<file path="config.mk">
export PLATFORM = sky130hd
export DESIGN_NAME = cmc_clock_mode_cfg
export DESIGN_NICKNAME = d
export VERILOG_FILES = /design/src/hw/cmc_pkg.sv /design/src/hw/cmc_clock_mode_cfg.sv /design/src/hw/cmc_pin_sync.sv
export SDC_FILE = /design/constraint.sdc
export NUM_CORES = 1
export LEC_CHECK = 0
export ABC_CLOCK_PERIOD_IN_PS = 3100
export BUFFER_PORTS_ARGS = -buffer_cell sky130_fd_sc_hd__buf_2
export CAP_MARGIN = 20
export CORE_ASPECT_RATIO = 1.25
export CORE_MARGIN = 2
export CORE_UTILIZATION = 25
export CTS_BUF_LIST = sky130_fd_sc_hd__clkbuf_8
export CTS_CLUSTER_SIZE = 30
export DETAILED_ROUTE_END_ITERATION = 7
export PLACE_DENSITY = 0.58
export SLEW_MARGIN = 25
export SYNTH_ARGS = -nofsm -noshare
export SYNTH_HDL_FRONTEND = slang
export SYNTH_SLANG_ARGS = --single-unit
</file>
<file path="constraint.sdc">
create_clock -name clk_in -period 3.1 [get_ports clk_in]
set_input_delay 0.155 -clock clk_in [delete_from_list [all_inputs] [get_ports clk_in]]
set_output_delay 0.155 -clock clk_in [all_outputs]
set_load 0.02 [all_outputs]
</file>
<file path="src/hw/cmc_pkg.sv">
package cmc_pkg;

    // ==========================================================
    // register bus
    localparam int          CMC_DATA_W            = 32;
    localparam int          CMC_ADDR_W            = 20;
    localparam logic [19:0] CMC_CLOCK_CONTROL_OFS = 20'h10C80;
    localparam logic [19:0] CMC_MODE_STATUS_OFS   = 20'h10C88;

    // ==========================================================
    // clock_mode_status field layout
    localparam int CMC_FIELD_W       = 4;
    localparam int CMC_CORE_PDF_LSB  = 0;
    localparam int CMC_CORE_MF_LSB   = 4;
    localparam int CMC_BUS_DF_LSB    = 8;
    localparam int CMC_CPM_DF_LSB    = 12;
    localparam int CMC_SYSTEM_PLL_PDF_LSB  = 16;
    localparam int CMC_SYSTEM_PLL_MF_LSB   = 20;
    localparam int CMC_DLL_DIS_BIT   = 25;
    localparam int CMC_CORE_DF_LSB   = 28;

    // valid code ranges
    localparam logic [3:0] CMC_CORE_PDF_MAX = 4'h3;
    localparam logic [3:0] CMC_CORE_MF_MIN  = 4'h5;
    localparam logic [3:0] CMC_CORE_MF_MAX  = 4'h7;
    localparam logic [3:0] CMC_BUS_DF_MIN   = 4'h1;
    localparam logic [3:0] CMC_BUS_DF_MAX   = 4'h5;
    localparam logic [3:0] CMC_CPM_DF_MAX   = 4'h2;
    localparam logic [3:0] CMC_SYSTEM_PLL_PDF_MAX = 4'h5;
    localparam logic [3:0] CMC_SYSTEM_PLL_MF_MIN  = 4'h5;
    localparam logic [3:0] CMC_CORE_DF_MAX  = 4'h5;

    // ==========================================================
    // clock_control field layout and reset values
    localparam int         CMC_CLOCK_OUTPUT_DISABLE_BIT = 27;
    localparam int         CMC_BAUD_GEN_DIVIDER_LSB   = 30;
    localparam logic       CMC_CLOCK_OUTPUT_DISABLE_RST = 1'b0;
    localparam logic [1:0] CMC_BAUD_GEN_DIVIDER_RST   = 2'h1;

    // ==========================================================
    // divider counts
    localparam int         CMC_SCC_DIV   = 4;
    localparam logic [1:0] CMC_SCC_LAST  = 2'h3;
    localparam int         CMC_BRG_CNT_W = 8;

    // ==========================================================
    // types
    typedef struct packed {
        logic [3:0] core_divider;
        logic       delay_loop_disable;
        logic [3:0] system_pll_multiplier;
        logic [3:0] system_pll_prediv;
        logic [3:0] comm_proc_divider;
        logic [3:0] bus_divider;
        logic [3:0] core_pll_multiplier;
        logic [3:0] core_pll_prediv;
    } cmc_mode_t;

    typedef struct packed {
        logic       clock_output_disable;
        logic [1:0] baud_gen_divider;
    } cmc_ctrl_t;

    typedef struct packed {
        logic [19:0] addr;
        logic [31:0] wdata;
        logic        wr;
        logic        rd;
    } cmc_reg_req_t;

    typedef enum logic [1:0] {
        CMC_ST_HOLD,
        CMC_ST_RUN
    } cmc_state_t;

    // ==========================================================
    // helpers
    function automatic logic [31:0] cmc_mode_word(input cmc_mode_t m);
        logic [31:0] w;
        w = '0;
        w[CMC_CORE_PDF_LSB +: CMC_FIELD_W] = m.core_pll_prediv;
        w[CMC_CORE_MF_LSB +: CMC_FIELD_W]  = m.core_pll_multiplier;
        w[CMC_BUS_DF_LSB +: CMC_FIELD_W]   = m.bus_divider;
        w[CMC_CPM_DF_LSB +: CMC_FIELD_W]   = m.comm_proc_divider;
        w[CMC_SYSTEM_PLL_PDF_LSB +: CMC_FIELD_W] = m.system_pll_prediv;
        w[CMC_SYSTEM_PLL_MF_LSB +: CMC_FIELD_W]  = m.system_pll_multiplier;
        w[CMC_DLL_DIS_BIT]                 = m.delay_loop_disable;
        w[CMC_CORE_DF_LSB +: CMC_FIELD_W]  = m.core_divider;
        return w;
    endfunction

    function automatic logic [7:0] cmc_brg_last(input logic [1:0] sel);
        case (sel)
            2'h0:    return 8'h03;
            2'h1:    return 8'h0F;
            2'h2:    return 8'h3F;
            default: return 8'hFF;
        endcase
    endfunction

endpackage

</file>
<file path="src/hw/cmc_clock_mode_cfg.sv">
// Overview of operation
// - six-bit mode from three pins and three reset-word bits at power-on release
// - clock configuration changes only when power-on reset deasserts
// - serial controller clock divides by fixed four
// - baud divider field bits 30-31: 4,16,64,256; power-on loads 01
// - baud divider rewritable after power-on release without disturbing other clocks
// - bit 27 disables external clock output; power-on clears it
// - control register reachable by memory-mapped access
// - mode register at 0x10C88 read-only, drives PLL, DLL, clock controls
// - all mode fields loaded during power-on reset only
// - core PLL prediv codes 0-3 mean factors 1-4
// - core PLL multiplier codes 5,6,7 mean 10,12,14
// - bus divider codes 1-5 mean 2-6
// - comm processor divider codes 0-2 mean 1-3
// - system PLL prediv codes 0-5 mean 1-6
// - system PLL multiplier codes 5-15 mean 10-30 by twos
// - bit 25 disables the delay loop when set
// - core divider codes 0-5 mean 1-6
`timescale 1ns/10ps
module cmc_clock_mode_cfg
    import cmc_pkg::*;
#(
    parameter logic DLL_OFF   = 1'b0,
    parameter int   BRG_CNT_W = CMC_BRG_CNT_W
) (
    input  wire logic         clk_in,
    input  wire logic         rst_in,
    input  wire logic         power_on_reset_n_in,
    input  wire logic [2:0]   mode_select_pins_in,
    input  wire logic [2:0]   reset_word_mode_bits_in,
    input  wire cmc_reg_req_t reg_req_in,
    output logic [31:0]       reg_rdata_out,
    output logic              reg_rvalid_out,
    output cmc_mode_t         clock_mode_out,
    output logic              mode_valid_out,
    output cmc_ctrl_t         clock_ctrl_out,
    output logic              scc_clk_en_out,
    output logic              baud_gen_clk_en_out,
    output logic              external_clock_output_out
);

    // ==========================================================
    // elaboration checks
    if (BRG_CNT_W < CMC_BRG_CNT_W) begin : g_chk
        $error("cmc_clock_mode_cfg: BRG_CNT_W too small for divide by 256");
    end

    // ==========================================================
    // mode decode
    function automatic cmc_mode_t mode_decode(input logic [5:0] m);
        cmc_mode_t d;
        d.core_pll_prediv       = {2'h0, m[1:0]};
        d.core_pll_multiplier   = CMC_CORE_MF_MIN + {3'h0, m[2]};
        d.bus_divider           = CMC_BUS_DF_MIN + {2'h0, m[4:3]};
        d.comm_proc_divider     = {3'h0, m[5]};
        d.system_pll_prediv     = {3'h0, m[3]};
        d.system_pll_multiplier = CMC_SYSTEM_PLL_MF_MIN + {1'h0, m[2:0]};
        d.delay_loop_disable    = DLL_OFF;
        d.core_divider          = {2'h0, m[5:4]};
        return d;
    endfunction

    // ==========================================================
    // input synchronisers
    logic       por_rel;
    logic [2:0] pins_s;

    cmc_pin_sync #(
        .WIDTH   (1),
        .RST_VAL (16'h0000)
    ) u_por_sync (
        .clk_in    (clk_in),
        .rst_in    (rst_in),
        .pin_in    (power_on_reset_n_in),
        .level_out (por_rel)
    );

    cmc_pin_sync #(
        .WIDTH   (3),
        .RST_VAL (16'h0000)
    ) u_pin_sync (
        .clk_in    (clk_in),
        .rst_in    (rst_in),
        .pin_in    (mode_select_pins_in),
        .level_out (pins_s)
    );

    // ==========================================================
    // power-on sequencing
    cmc_state_t state_q;
    logic       release_ev;
    logic [5:0] mode_raw;

    assign mode_raw   = {reset_word_mode_bits_in, pins_s};
    assign release_ev = (state_q == CMC_ST_HOLD) && por_rel;

    always_ff @(posedge clk_in) begin
        if (rst_in) begin
            state_q <= CMC_ST_HOLD;
        end else begin
            case (state_q)
                CMC_ST_HOLD: begin
                    if (por_rel) begin
                        state_q <= CMC_ST_RUN;
                    end
                end
                CMC_ST_RUN: begin
                    if (!por_rel) begin
                        state_q <= CMC_ST_HOLD;
                    end
                end
                default: begin
                    state_q <= CMC_ST_HOLD;
                end
            endcase
        end
    end

    // ==========================================================
    // clock_mode_status register
    cmc_mode_t mode_q;
    logic      mode_valid_q;

    always_ff @(posedge clk_in) begin
        if (rst_in) begin
            mode_q <= '0;
        end else if (release_ev) begin
            mode_q <= mode_decode(mode_raw);
        end
    end

    always_ff @(posedge clk_in) begin
        if (rst_in) begin
            mode_valid_q <= 1'b0;
        end else if (release_ev) begin
            mode_valid_q <= 1'b1;
        end
    end

    assign clock_mode_out = mode_q;
    assign mode_valid_out = mode_valid_q;

    // ==========================================================
    // clock_control register
    cmc_ctrl_t ctrl_q;
    logic      wr_ctrl;
    logic      wr_mode;
    logic      rd_ctrl;
    logic      rd_mode;

    assign wr_ctrl = reg_req_in.wr && (reg_req_in.addr == CMC_CLOCK_CONTROL_OFS);
    assign wr_mode = reg_req_in.wr && (reg_req_in.addr == CMC_MODE_STATUS_OFS);
    assign rd_ctrl = reg_req_in.rd && (reg_req_in.addr == CMC_CLOCK_CONTROL_OFS);
    assign rd_mode = reg_req_in.rd && (reg_req_in.addr == CMC_MODE_STATUS_OFS);

    // reserved bits are not stored
    always_ff @(posedge clk_in) begin
        if (rst_in || state_q == CMC_ST_HOLD) begin
            ctrl_q.clock_output_disable <= CMC_CLOCK_OUTPUT_DISABLE_RST;
            ctrl_q.baud_gen_divider     <= CMC_BAUD_GEN_DIVIDER_RST;
        end else if (wr_ctrl) begin
            ctrl_q.clock_output_disable <= reg_req_in.wdata[CMC_CLOCK_OUTPUT_DISABLE_BIT];
            ctrl_q.baud_gen_divider     <= reg_req_in.wdata[CMC_BAUD_GEN_DIVIDER_LSB +: 2];
        end
    end

    assign clock_ctrl_out = ctrl_q;

    // ==========================================================
    // read port
    logic [31:0] rdata_q;
    logic        rvalid_q;

    always_ff @(posedge clk_in) begin
        if (rst_in) begin
            rdata_q <= '0;
        end else if (rd_mode) begin
            rdata_q <= cmc_mode_word(mode_q);
        end else if (rd_ctrl) begin
            rdata_q                                <= '0;
            rdata_q[CMC_CLOCK_OUTPUT_DISABLE_BIT]               <= ctrl_q.clock_output_disable;
            rdata_q[CMC_BAUD_GEN_DIVIDER_LSB +: 2]            <= ctrl_q.baud_gen_divider;
        end else if (reg_req_in.rd) begin
            rdata_q <= '0;
        end
    end

    always_ff @(posedge clk_in) begin
        if (rst_in) begin
            rvalid_q <= 1'b0;
        end else begin
            rvalid_q <= reg_req_in.rd;
        end
    end

    assign reg_rdata_out  = rdata_q;
    assign reg_rvalid_out = rvalid_q;

    // ==========================================================
    // serial controller divider, fixed by four
    logic [1:0] scc_cnt_q;

    always_ff @(posedge clk_in) begin
        if (rst_in) begin
            scc_cnt_q <= '0;
        end else begin
            scc_cnt_q <= scc_cnt_q + 2'h1;
        end
    end

    assign scc_clk_en_out = (scc_cnt_q == CMC_SCC_LAST);

    // ==========================================================
    // baud generator divider
    logic [BRG_CNT_W-1:0] brg_cnt_q;
    logic [BRG_CNT_W-1:0] brg_last;

    assign brg_last = BRG_CNT_W'(cmc_brg_last(ctrl_q.baud_gen_divider));

    // restart cleanly on a new divider, other clocks untouched
    always_ff @(posedge clk_in) begin
        if (rst_in || wr_ctrl) begin
            brg_cnt_q <= '0;
        end else if (brg_cnt_q >= brg_last) begin
            brg_cnt_q <= '0;
        end else begin
            brg_cnt_q <= brg_cnt_q + BRG_CNT_W'(1);
        end
    end

    assign baud_gen_clk_en_out = (brg_cnt_q == brg_last);

    // ==========================================================
    // external clock output at bus rate
    logic [3:0] bus_cnt_q;
    logic       external_clock_output_q;
    logic       external_clock_output_run;

    assign external_clock_output_run = (state_q == CMC_ST_RUN) && !ctrl_q.clock_output_disable;

    always_ff @(posedge clk_in) begin
        if (rst_in || !external_clock_output_run) begin
            bus_cnt_q <= '0;
        end else if (bus_cnt_q >= mode_q.bus_divider) begin
            bus_cnt_q <= '0;
        end else begin
            bus_cnt_q <= bus_cnt_q + 4'h1;
        end
    end

    // held low while disabled
    always_ff @(posedge clk_in) begin
        if (rst_in || !external_clock_output_run) begin
            external_clock_output_q <= 1'b0;
        end else begin
            external_clock_output_q <= (bus_cnt_q < ((mode_q.bus_divider + 4'h1) >> 1));
        end
    end

    assign external_clock_output_out = external_clock_output_q;
endmodule

</file>
<file path="src/hw/cmc_pin_sync.sv">
`timescale 1ns/10ps
module cmc_pin_sync
    import cmc_pkg::*;
#(
    parameter int          WIDTH   = 1,
    parameter logic [15:0] RST_VAL = 16'h0000
) (
    input  wire logic             clk_in,
    input  wire logic             rst_in,
    input  wire logic [WIDTH-1:0] pin_in,
    output logic      [WIDTH-1:0] level_out
);

    logic [WIDTH-1:0] s1_q;
    logic [WIDTH-1:0] s2_q;
    logic [WIDTH-1:0] s3_q;
    logic [WIDTH-1:0] level_q;

    if (WIDTH < 1 || WIDTH > 16) begin : g_chk
        $error("cmc_pin_sync: WIDTH out of range");
    end

    always_ff @(posedge clk_in) begin
        if (rst_in) begin
            s1_q <= RST_VAL[WIDTH-1:0];
            s2_q <= RST_VAL[WIDTH-1:0];
            s3_q <= RST_VAL[WIDTH-1:0];
        end else begin
            s1_q <= pin_in;
            s2_q <= s1_q;
            s3_q <= s2_q;
        end
    end

    // a change counts once stages two and three agree
    always_ff @(posedge clk_in) begin
        if (rst_in) begin
            level_q <= RST_VAL[WIDTH-1:0];
        end else if (s2_q == s3_q) begin
            level_q <= s3_q;
        end
    end

    assign level_out = level_q;

endmodule

</file>
==> impl_metrics.json, run 1 <==
{
  "cp_slowest_cell": "o31ai_1",
  "cts_tree": "built",
  "drt-total-wl_um": 6800,
  "dp_cells": 567,
  "drc": 0,
  "synthArstFlopShare": 0,
  "routed_via_density": 4.16,
  "hold_viol": 0,
  "status": "complete, no violations",
  "critPathMaxFanout": 8,
  "grt_max_degree": 40,
  "layoutNonFillerInstCount": 585,
  "powerDensity_mw_per_mm2": 485,
  "first_global_vias": 2272,
  "hold_class": "primary input to flip-flop",
  "final_common_cell": "buf_2",
  "drv_slew": 0,
  "dp_hpwl_um": 5000,
  "leakage_nw": 1.62,
  "rsz0062_at_grt": "no",
  "relSlewSlack": 0.356,
  "required_ps": 3300,
  "synth_top_family_by_area": "simple AND/OR/NAND/NOR gates",
  "cts.clk_slew.worst_paths_ps": 80,
  "ys_seq_area_frac": 0.409,
  "io_pins": 132,
  "num_rows": 47,
  "holdWs_ps": 24.5,
  "fmax_ghz": 0.475,
  "portBuffers": 76,
  "cts-buffers-inserted": 9,
  "grt_overflow": 0,
  "clock_latency_ps": 350,
  "dr_total_vias": 2431,
  "synth-adder-area-share": 0.0593,
  "syn_area_mm2": 0.00337,
  "period_needed_ps": 2110,
  "worst_slew_pin_slew_ps": 958,
  "gp_congestion": 0.741,
  "synthCells": 339,
  "max_stage_delay_ps": 830,
  "synth_edf_count": 0,
  "antenna_cells": 0,
  "dieArea_mm2": 0.0144,
  "drt-pass1-iter-count": 4,
  "cts_setup_buffers": 0,
  "synth_mux_area_frac": 0.0538,
  "first_iter_violations": 82,
  "yosys_warnings": 0,
  "cts_root_buffer": "clkbuf_8",
  "crit_family": "compound AO/OA/AOI/OAI gates",
  "area_growth_pct": 17.4,
  "grt_pass1_wl_um": 10900,
  "fin_skew_ps": 10.7,
  "core_mm2": 0.0132,
  "drive_gt1_frac": 0.268,
  "post-route-period-util": 0.680,
  "clock_path_buffers": 2,
  "start_util": 0.255,
  "die_y_um": 134,
  "final_util": 0.299,
  "grt_use_total": 0.0969,
  "criticalPathCategory": "flip-flop to flip-flop",
  "crit_path_end_kind": "flip-flop",
  "path_cells": "nand2_1 > ha_1 > nand4_1 > o31ai_1 > nor3_1",
  "crit_path_start_kind": "flip-flop",
  "setup_viol": 0,
  "antenna_found_initial": 0,
  "antenna_left": 0,
  "maxCapViolCount": 0,
  "avgSynthCellArea_um2": 9.95,
  "synth_simple_gate_area_share": 0.201,
  "vdd_ir_drop_max_mv": 0.157,
  "cts_sinks": 69,
  "fin_setup_tns_ps": 0,
  "synth_top_flop_cell": "dfxtp_1",
  "worst-path-buf-inv": 0,
  "die_x_um": 108,
  "htreeDepth": 3,
  "synth_xor_area_frac": 0.0363,
  "synth_compound_gate_area_share": 0.101,
  "cp.arrival_ps": 2310,
  "yosysUniqueCellTypes": 46,
  "ys_ff_latch": 69,
  "fin_nets": 488,
  "fillers": 1414,
  "post_drt_wl_per_cell_um": 11.6,
  "layout_common_cells": "76 x buf_2, 69 x dfxtp_1, 32 x nor2_1, 26 x inv_1, 26 x conb_1"
}
==> routing by layer <==
layer / share of wire / global-route usage / vias to the layer above
met4: 0.027 / 0.0634 / 0
li1: - / - / 1249
met3: 0.049 / 0.0262 / 13
met1: 0.44 / 0.107 / 1119
met5: 0 / 0 / -
met2: 0.49 / 0.162 / 50
==> cell usage after synthesis (2+ instances only) <==
cell type	n	area, um^2
a21oi_1	10	50.1
nand3b_1	17	128
and3_1	3	18.8
nor2_1	32	120
nand2b_1	5	31.3
nor3_1	10	50.1
clkbuf_1	7	26.3
nor4b_4	2	47.6
or4_1	2	15.0
nand3_1	6	30.0
mux2i_1	17	170
nor2b_1	16	100
o32ai_1	5	43.8
buf_4	29	218
inv_1	26	97.6
nand2_1	5	18.8
o32ai_2	9	146
xor2_1	9	78.8
and4_1	2	17.5
a21o_1	2	15.0
dfxtp_1	69	1380
xnor2_1	5	43.8
clkbuf_8	5	68.8
nand4_1	5	31.3
o21ai_0	5	25.0
ha_1	16	200
==> area by class of cell <==
class                           count  area (um^2)  area share
Clock buffer                       11          151      0.0382
Clock inverter                      5         81.3      0.0205
Inverter                           26         97.6      0.0246
Multi-Input combinational cell    223         1620       0.409
Sequential cell                    69         1380       0.349
Tap cell                          171          214      0.0540
Timing Repair Buffer               80          415       0.105
==> cells by family (layout without fill, tap and decap cells) <==
kind of cell / Yosys count / in the layout
compound gates: 36 / 36
xor+xnor: 14 / 14
fa+ha+maj: 16 / 16
buf+inv: 72 / 122
flops: 69 / 69
mux: 18 / 18
other cells: 1 / 26
simple gates: 113 / 113
==> registers in the layout (all words and copies together) (netlist names) <==
| register | cells |
|---|---|
| u_por_sync.s2_q | 1 |
| scc_cnt_q | 2 |
| bus_cnt_q | 4 |
| state_q | 1 |
| u_pin_sync.s1_q | 3 |
| clock_mode_out | 14 |
| clock_ctrl_out | 3 |
| u_por_sync.level_out | 1 |
| reg_rvalid_out | 1 |
| mode_valid_out | 1 |
| u_pin_sync.s3_q | 3 |
| external_clock_output_out | 1 |
| u_pin_sync.s2_q | 3 |
| u_por_sync.s3_q | 1 |
| u_pin_sync.level_out | 3 |
| reg_rdata_out | 18 |
| u_por_sync.s1_q | 1 |
| brg_cnt_q | 8 |
==> report_power, final <==
group	leakage [nW]	internal [mW]	switching [mW]
Clock	0.116	0.498	0.347
Combinational	0.950	0.0554	0.0943
Sequential	0.559	0.906	0.0198
Total	1.62	1.46	0.461
==> per-stage QoR <==
step                total power [mW]  cell area [um^2]  setup WS [ps]
floorplan                       1.08              3470           1170
global placement                1.09              3710            991
detailed placement              1.10              3710            936
CTS                             1.96              3960            922
global route                    2.01              3960            737
finish                          1.92              3960            993
==> timing repair <==
| item | 4_1_cts | 5_1_grt |
|---|---|---|
| gates resized for setup | 0 | 0 |
| hold buffers | 2 | 0 |
| hold endpoints to repair | 2 | 0 |
==> path summary, 6_finish.rpt <==
path / from / to / slack [ps] / cells past startpoint
hold / removal: power_on_reset_n_in / u_por_sync.s1_q$_SDFF_PP0_ / 20 / 2
setup / recovery: clock_ctrl_out[0]$_SDFFE_PP1P_ / brg_cnt_q[2]$_SDFF_PP0_ / 990 / 5
setup reg to reg: clock_ctrl_out[0]$_SDFFE_PP1P_ / brg_cnt_q[2]$_SDFF_PP0_ / 990 / 5
hold reg to reg: u_pin_sync.s1_q[0]$_SDFF_PP0_ / u_pin_sync.s2_q[0]$_SDFF_PP0_ / 440 / 1
(Power assumes the default switching activity.)
==> inputs of run 2 (changes only) <==
- ABC_CLOCK_PERIOD_IN_PS: 3100 -> 1730
- PLACE_DENSITY: 0.58 -> 0.59
- clock period: 3.1 -> 1.73 ns (I/O delays scaled with it)
==> run 2 against run 1 <==
Effect of this change:
- register-to-register slack worse by 960 ps
- cell count grew 2.4%
- die area did not move
- highest routed layer unchanged
- largest cell class unchanged
- utilization grew 1.7 points
- critical endpoint is now brg_cnt_q[3]$_SDFF_PP0_
==> impl_metrics.json, run 2 (synthesized netlist as in run 1, its figures left out) <==
{
  "drt-total-wl_um": 7300,
  "dpl-instance-area_mm2": 0.00379,
  "cp.arrival_ps": 1910,
  "gp_congestion": 0.723,
  "clock_latency_ps": 340,
  "crit_path_end_kind": "flip-flop",
  "portBuffers": 76,
  "num_rows": 47,
  "cts_root_buffer": "clkbuf_8",
  "path_cells": "nand2_4 > ha_4 > nand4_1 > o31ai_4 > nor3_1",
  "hold_class": "primary input to flip-flop",
  "fin_nets": 502,
  "htreeDepth": 3,
  "rsz0062_at_grt": "yes",
  "fin_skew_ps": 8.70,
  "die_y_um": 134,
  "r2r_start": "clock_ctrl_out[1]$_SDFFE_PP0P_",
  "setup_viol": 0,
  "crit_end": "brg_cnt_q[3]$_SDFF_PP0_",
  "worst-path-buf-inv": 0,
  "max_stage_delay_ps": 540,
  "cp.depth": 5,
  "clock_path_buffers": 2,
  "rr_endpoint": "brg_cnt_q[3]$_SDFF_PP0_",
  "die_x_um": 108,
  "drv_slew": 0,
  "start_util": 0.255,
  "cts-buffers-inserted": 9,
  "post-route-period-util": 0.983,
  "vdd_ir_drop_max_mv": 0.355,
  "grt_max_degree": 40,
  "drive_gt1_frac": 0.318,
  "post_drt_wl_per_cell_um": 12.2,
  "r2r_slack_ps": 30,
  "cts_sinks": 69,
  "area_growth_pct": 23.9,
  "status": "complete, no violations",
  "dp_cells": 575,
  "antenna_left": 0,
  "criticalPathCategory": "flip-flop to flip-flop",
  "maxCapViolCount": 0,
  "antenna_found_initial": 0,
  "grt_pass1_wl_um": 11700,
  "critPathMaxFanout": 8,
  "final_common_cell": "buf_2",
  "layoutNonFillerInstCount": 599,
  "routed_via_density": 4.24,
  "largest_reg_flops": 18,
  "dp_hpwl_um": 5320,
  "cts.clk_slew.worst_paths_ps": 80,
  "layout_common_cells": "75 x buf_2, 66 x dfxtp_1, 31 x nor2_1, 26 x conb_1, 25 x inv_1",
  "crit_path_start_kind": "flip-flop",
  "cp_slowest_cell": "o31ai_4",
  "period_needed_ps": 1700,
  "dieArea_mm2": 0.0144,
  "io_pins": 132,
  "dr_total_vias": 2542,
  "crit_family": "compound AO/OA/AOI/OAI gates",
  "powerDensity_mw_per_mm2": 793,
  "drt-pass1-iter-count": 4,
  "fillers": 1425,
  "final_area_mm2": 0.00418,
  "final_util": 0.316,
  "first_global_vias": 2459,
  "cts_tree": "built",
  "first_iter_violations": 112,
  "leakage_nw": 1.69,
  "worst-r2r-cell-count": 5,
  "worstSetupStartpoint": "clock_ctrl_out[1]$_SDFFE_PP0P_",
  "holdWs_ps": 23.2,
  "drc": 0,
  "fmax_ghz": 0.588,
  "antenna_cells": 0,
  "grt_overflow": 0,
  "core_mm2": 0.0132,
  "required_ps": 1940,
  "fin_setup_tns_ps": 0,
  "grt_use_total": 0.103,
  "hold_viol": 0
}
## run 2: stage by stage
step | worst slack (ps) | power, mW
4_1_cts | 33.9 | 3.39
3_5_place_dp | -104 | 1.97
3_3_place_gp | -19.2 | 1.96
6_report | 29.7 | 3.31
2_1_floorplan | 8.72 | 1.94
5_1_grt | -23.9 | 3.51
## run 2: power breakdown
group | internal (mW) | switching, mW | total (mW)
Clock | 0.716 | 0.653 | 1.37
Combinational | 0.116 | 0.176 | 0.293
Sequential | 1.62 | 0.0326 | 1.65
## run 2: layer usage
| layer | vias up | share of wire | GRT usage |
|---|---|---|---|
| met5 | - | 0 | 0 |
| met4 | 0 | 0.016 | 0.0484 |
| met2 | 80 | 0.47 | 0.171 |
| met3 | 6 | 0.059 | 0.0262 |
| met1 | 1174 | 0.45 | 0.124 |
| li1 | 1282 | - | - |
## run 2: how the worst min path moves through the flow
stage                                      end                  startpoint  cells after the start
2_1_floorplan    u_pin_sync.s1_q[0]$_SDFF_PP0_      mode_select_pins_in[0]                      1
3_3_place_gp     u_pin_sync.s1_q[2]$_SDFF_PP0_      mode_select_pins_in[2]                      2
3_5_place_dp     u_pin_sync.s1_q[1]$_SDFF_PP0_      mode_select_pins_in[1]                      2
4_1_cts         clock_ctrl_out[2]$_SDFFE_PP0P_              reg_req_in[29]                      3
5_1_grt        clock_mode_out[16]$_SDFFE_PP0P_  reset_word_mode_bits_in[0]                      3
6_report       clock_mode_out[16]$_SDFFE_PP0P_  reset_word_mode_bits_in[0]                      3
## run 2: worst min-delay path, stage by stage
cell and delay, ps:
buf_2 110, mux2i_1 70, nor2_1 70
## run 2: final cells by class
type                    instances  area [um^2]  share of cell area
clock inverters                 6         70.1              0.0168
multi-input cells             223         1730               0.414
repair buffers                 94          539               0.129
clock buffers                  10          138              0.0329
inverters                      26         97.6              0.0233
flip-flops and latches         69         1390               0.333
well taps                     171          214              0.0512
## run 2: repair_timing
action / CTS / global route
endpoints found under the hold margin: 7 / 0
pin swaps: 6 / 4
setup endpoints to repair: 8 / 5
hold buffers: 7 / 0
buffers inserted: 0 / 1
gates resized for setup: 7 / 10
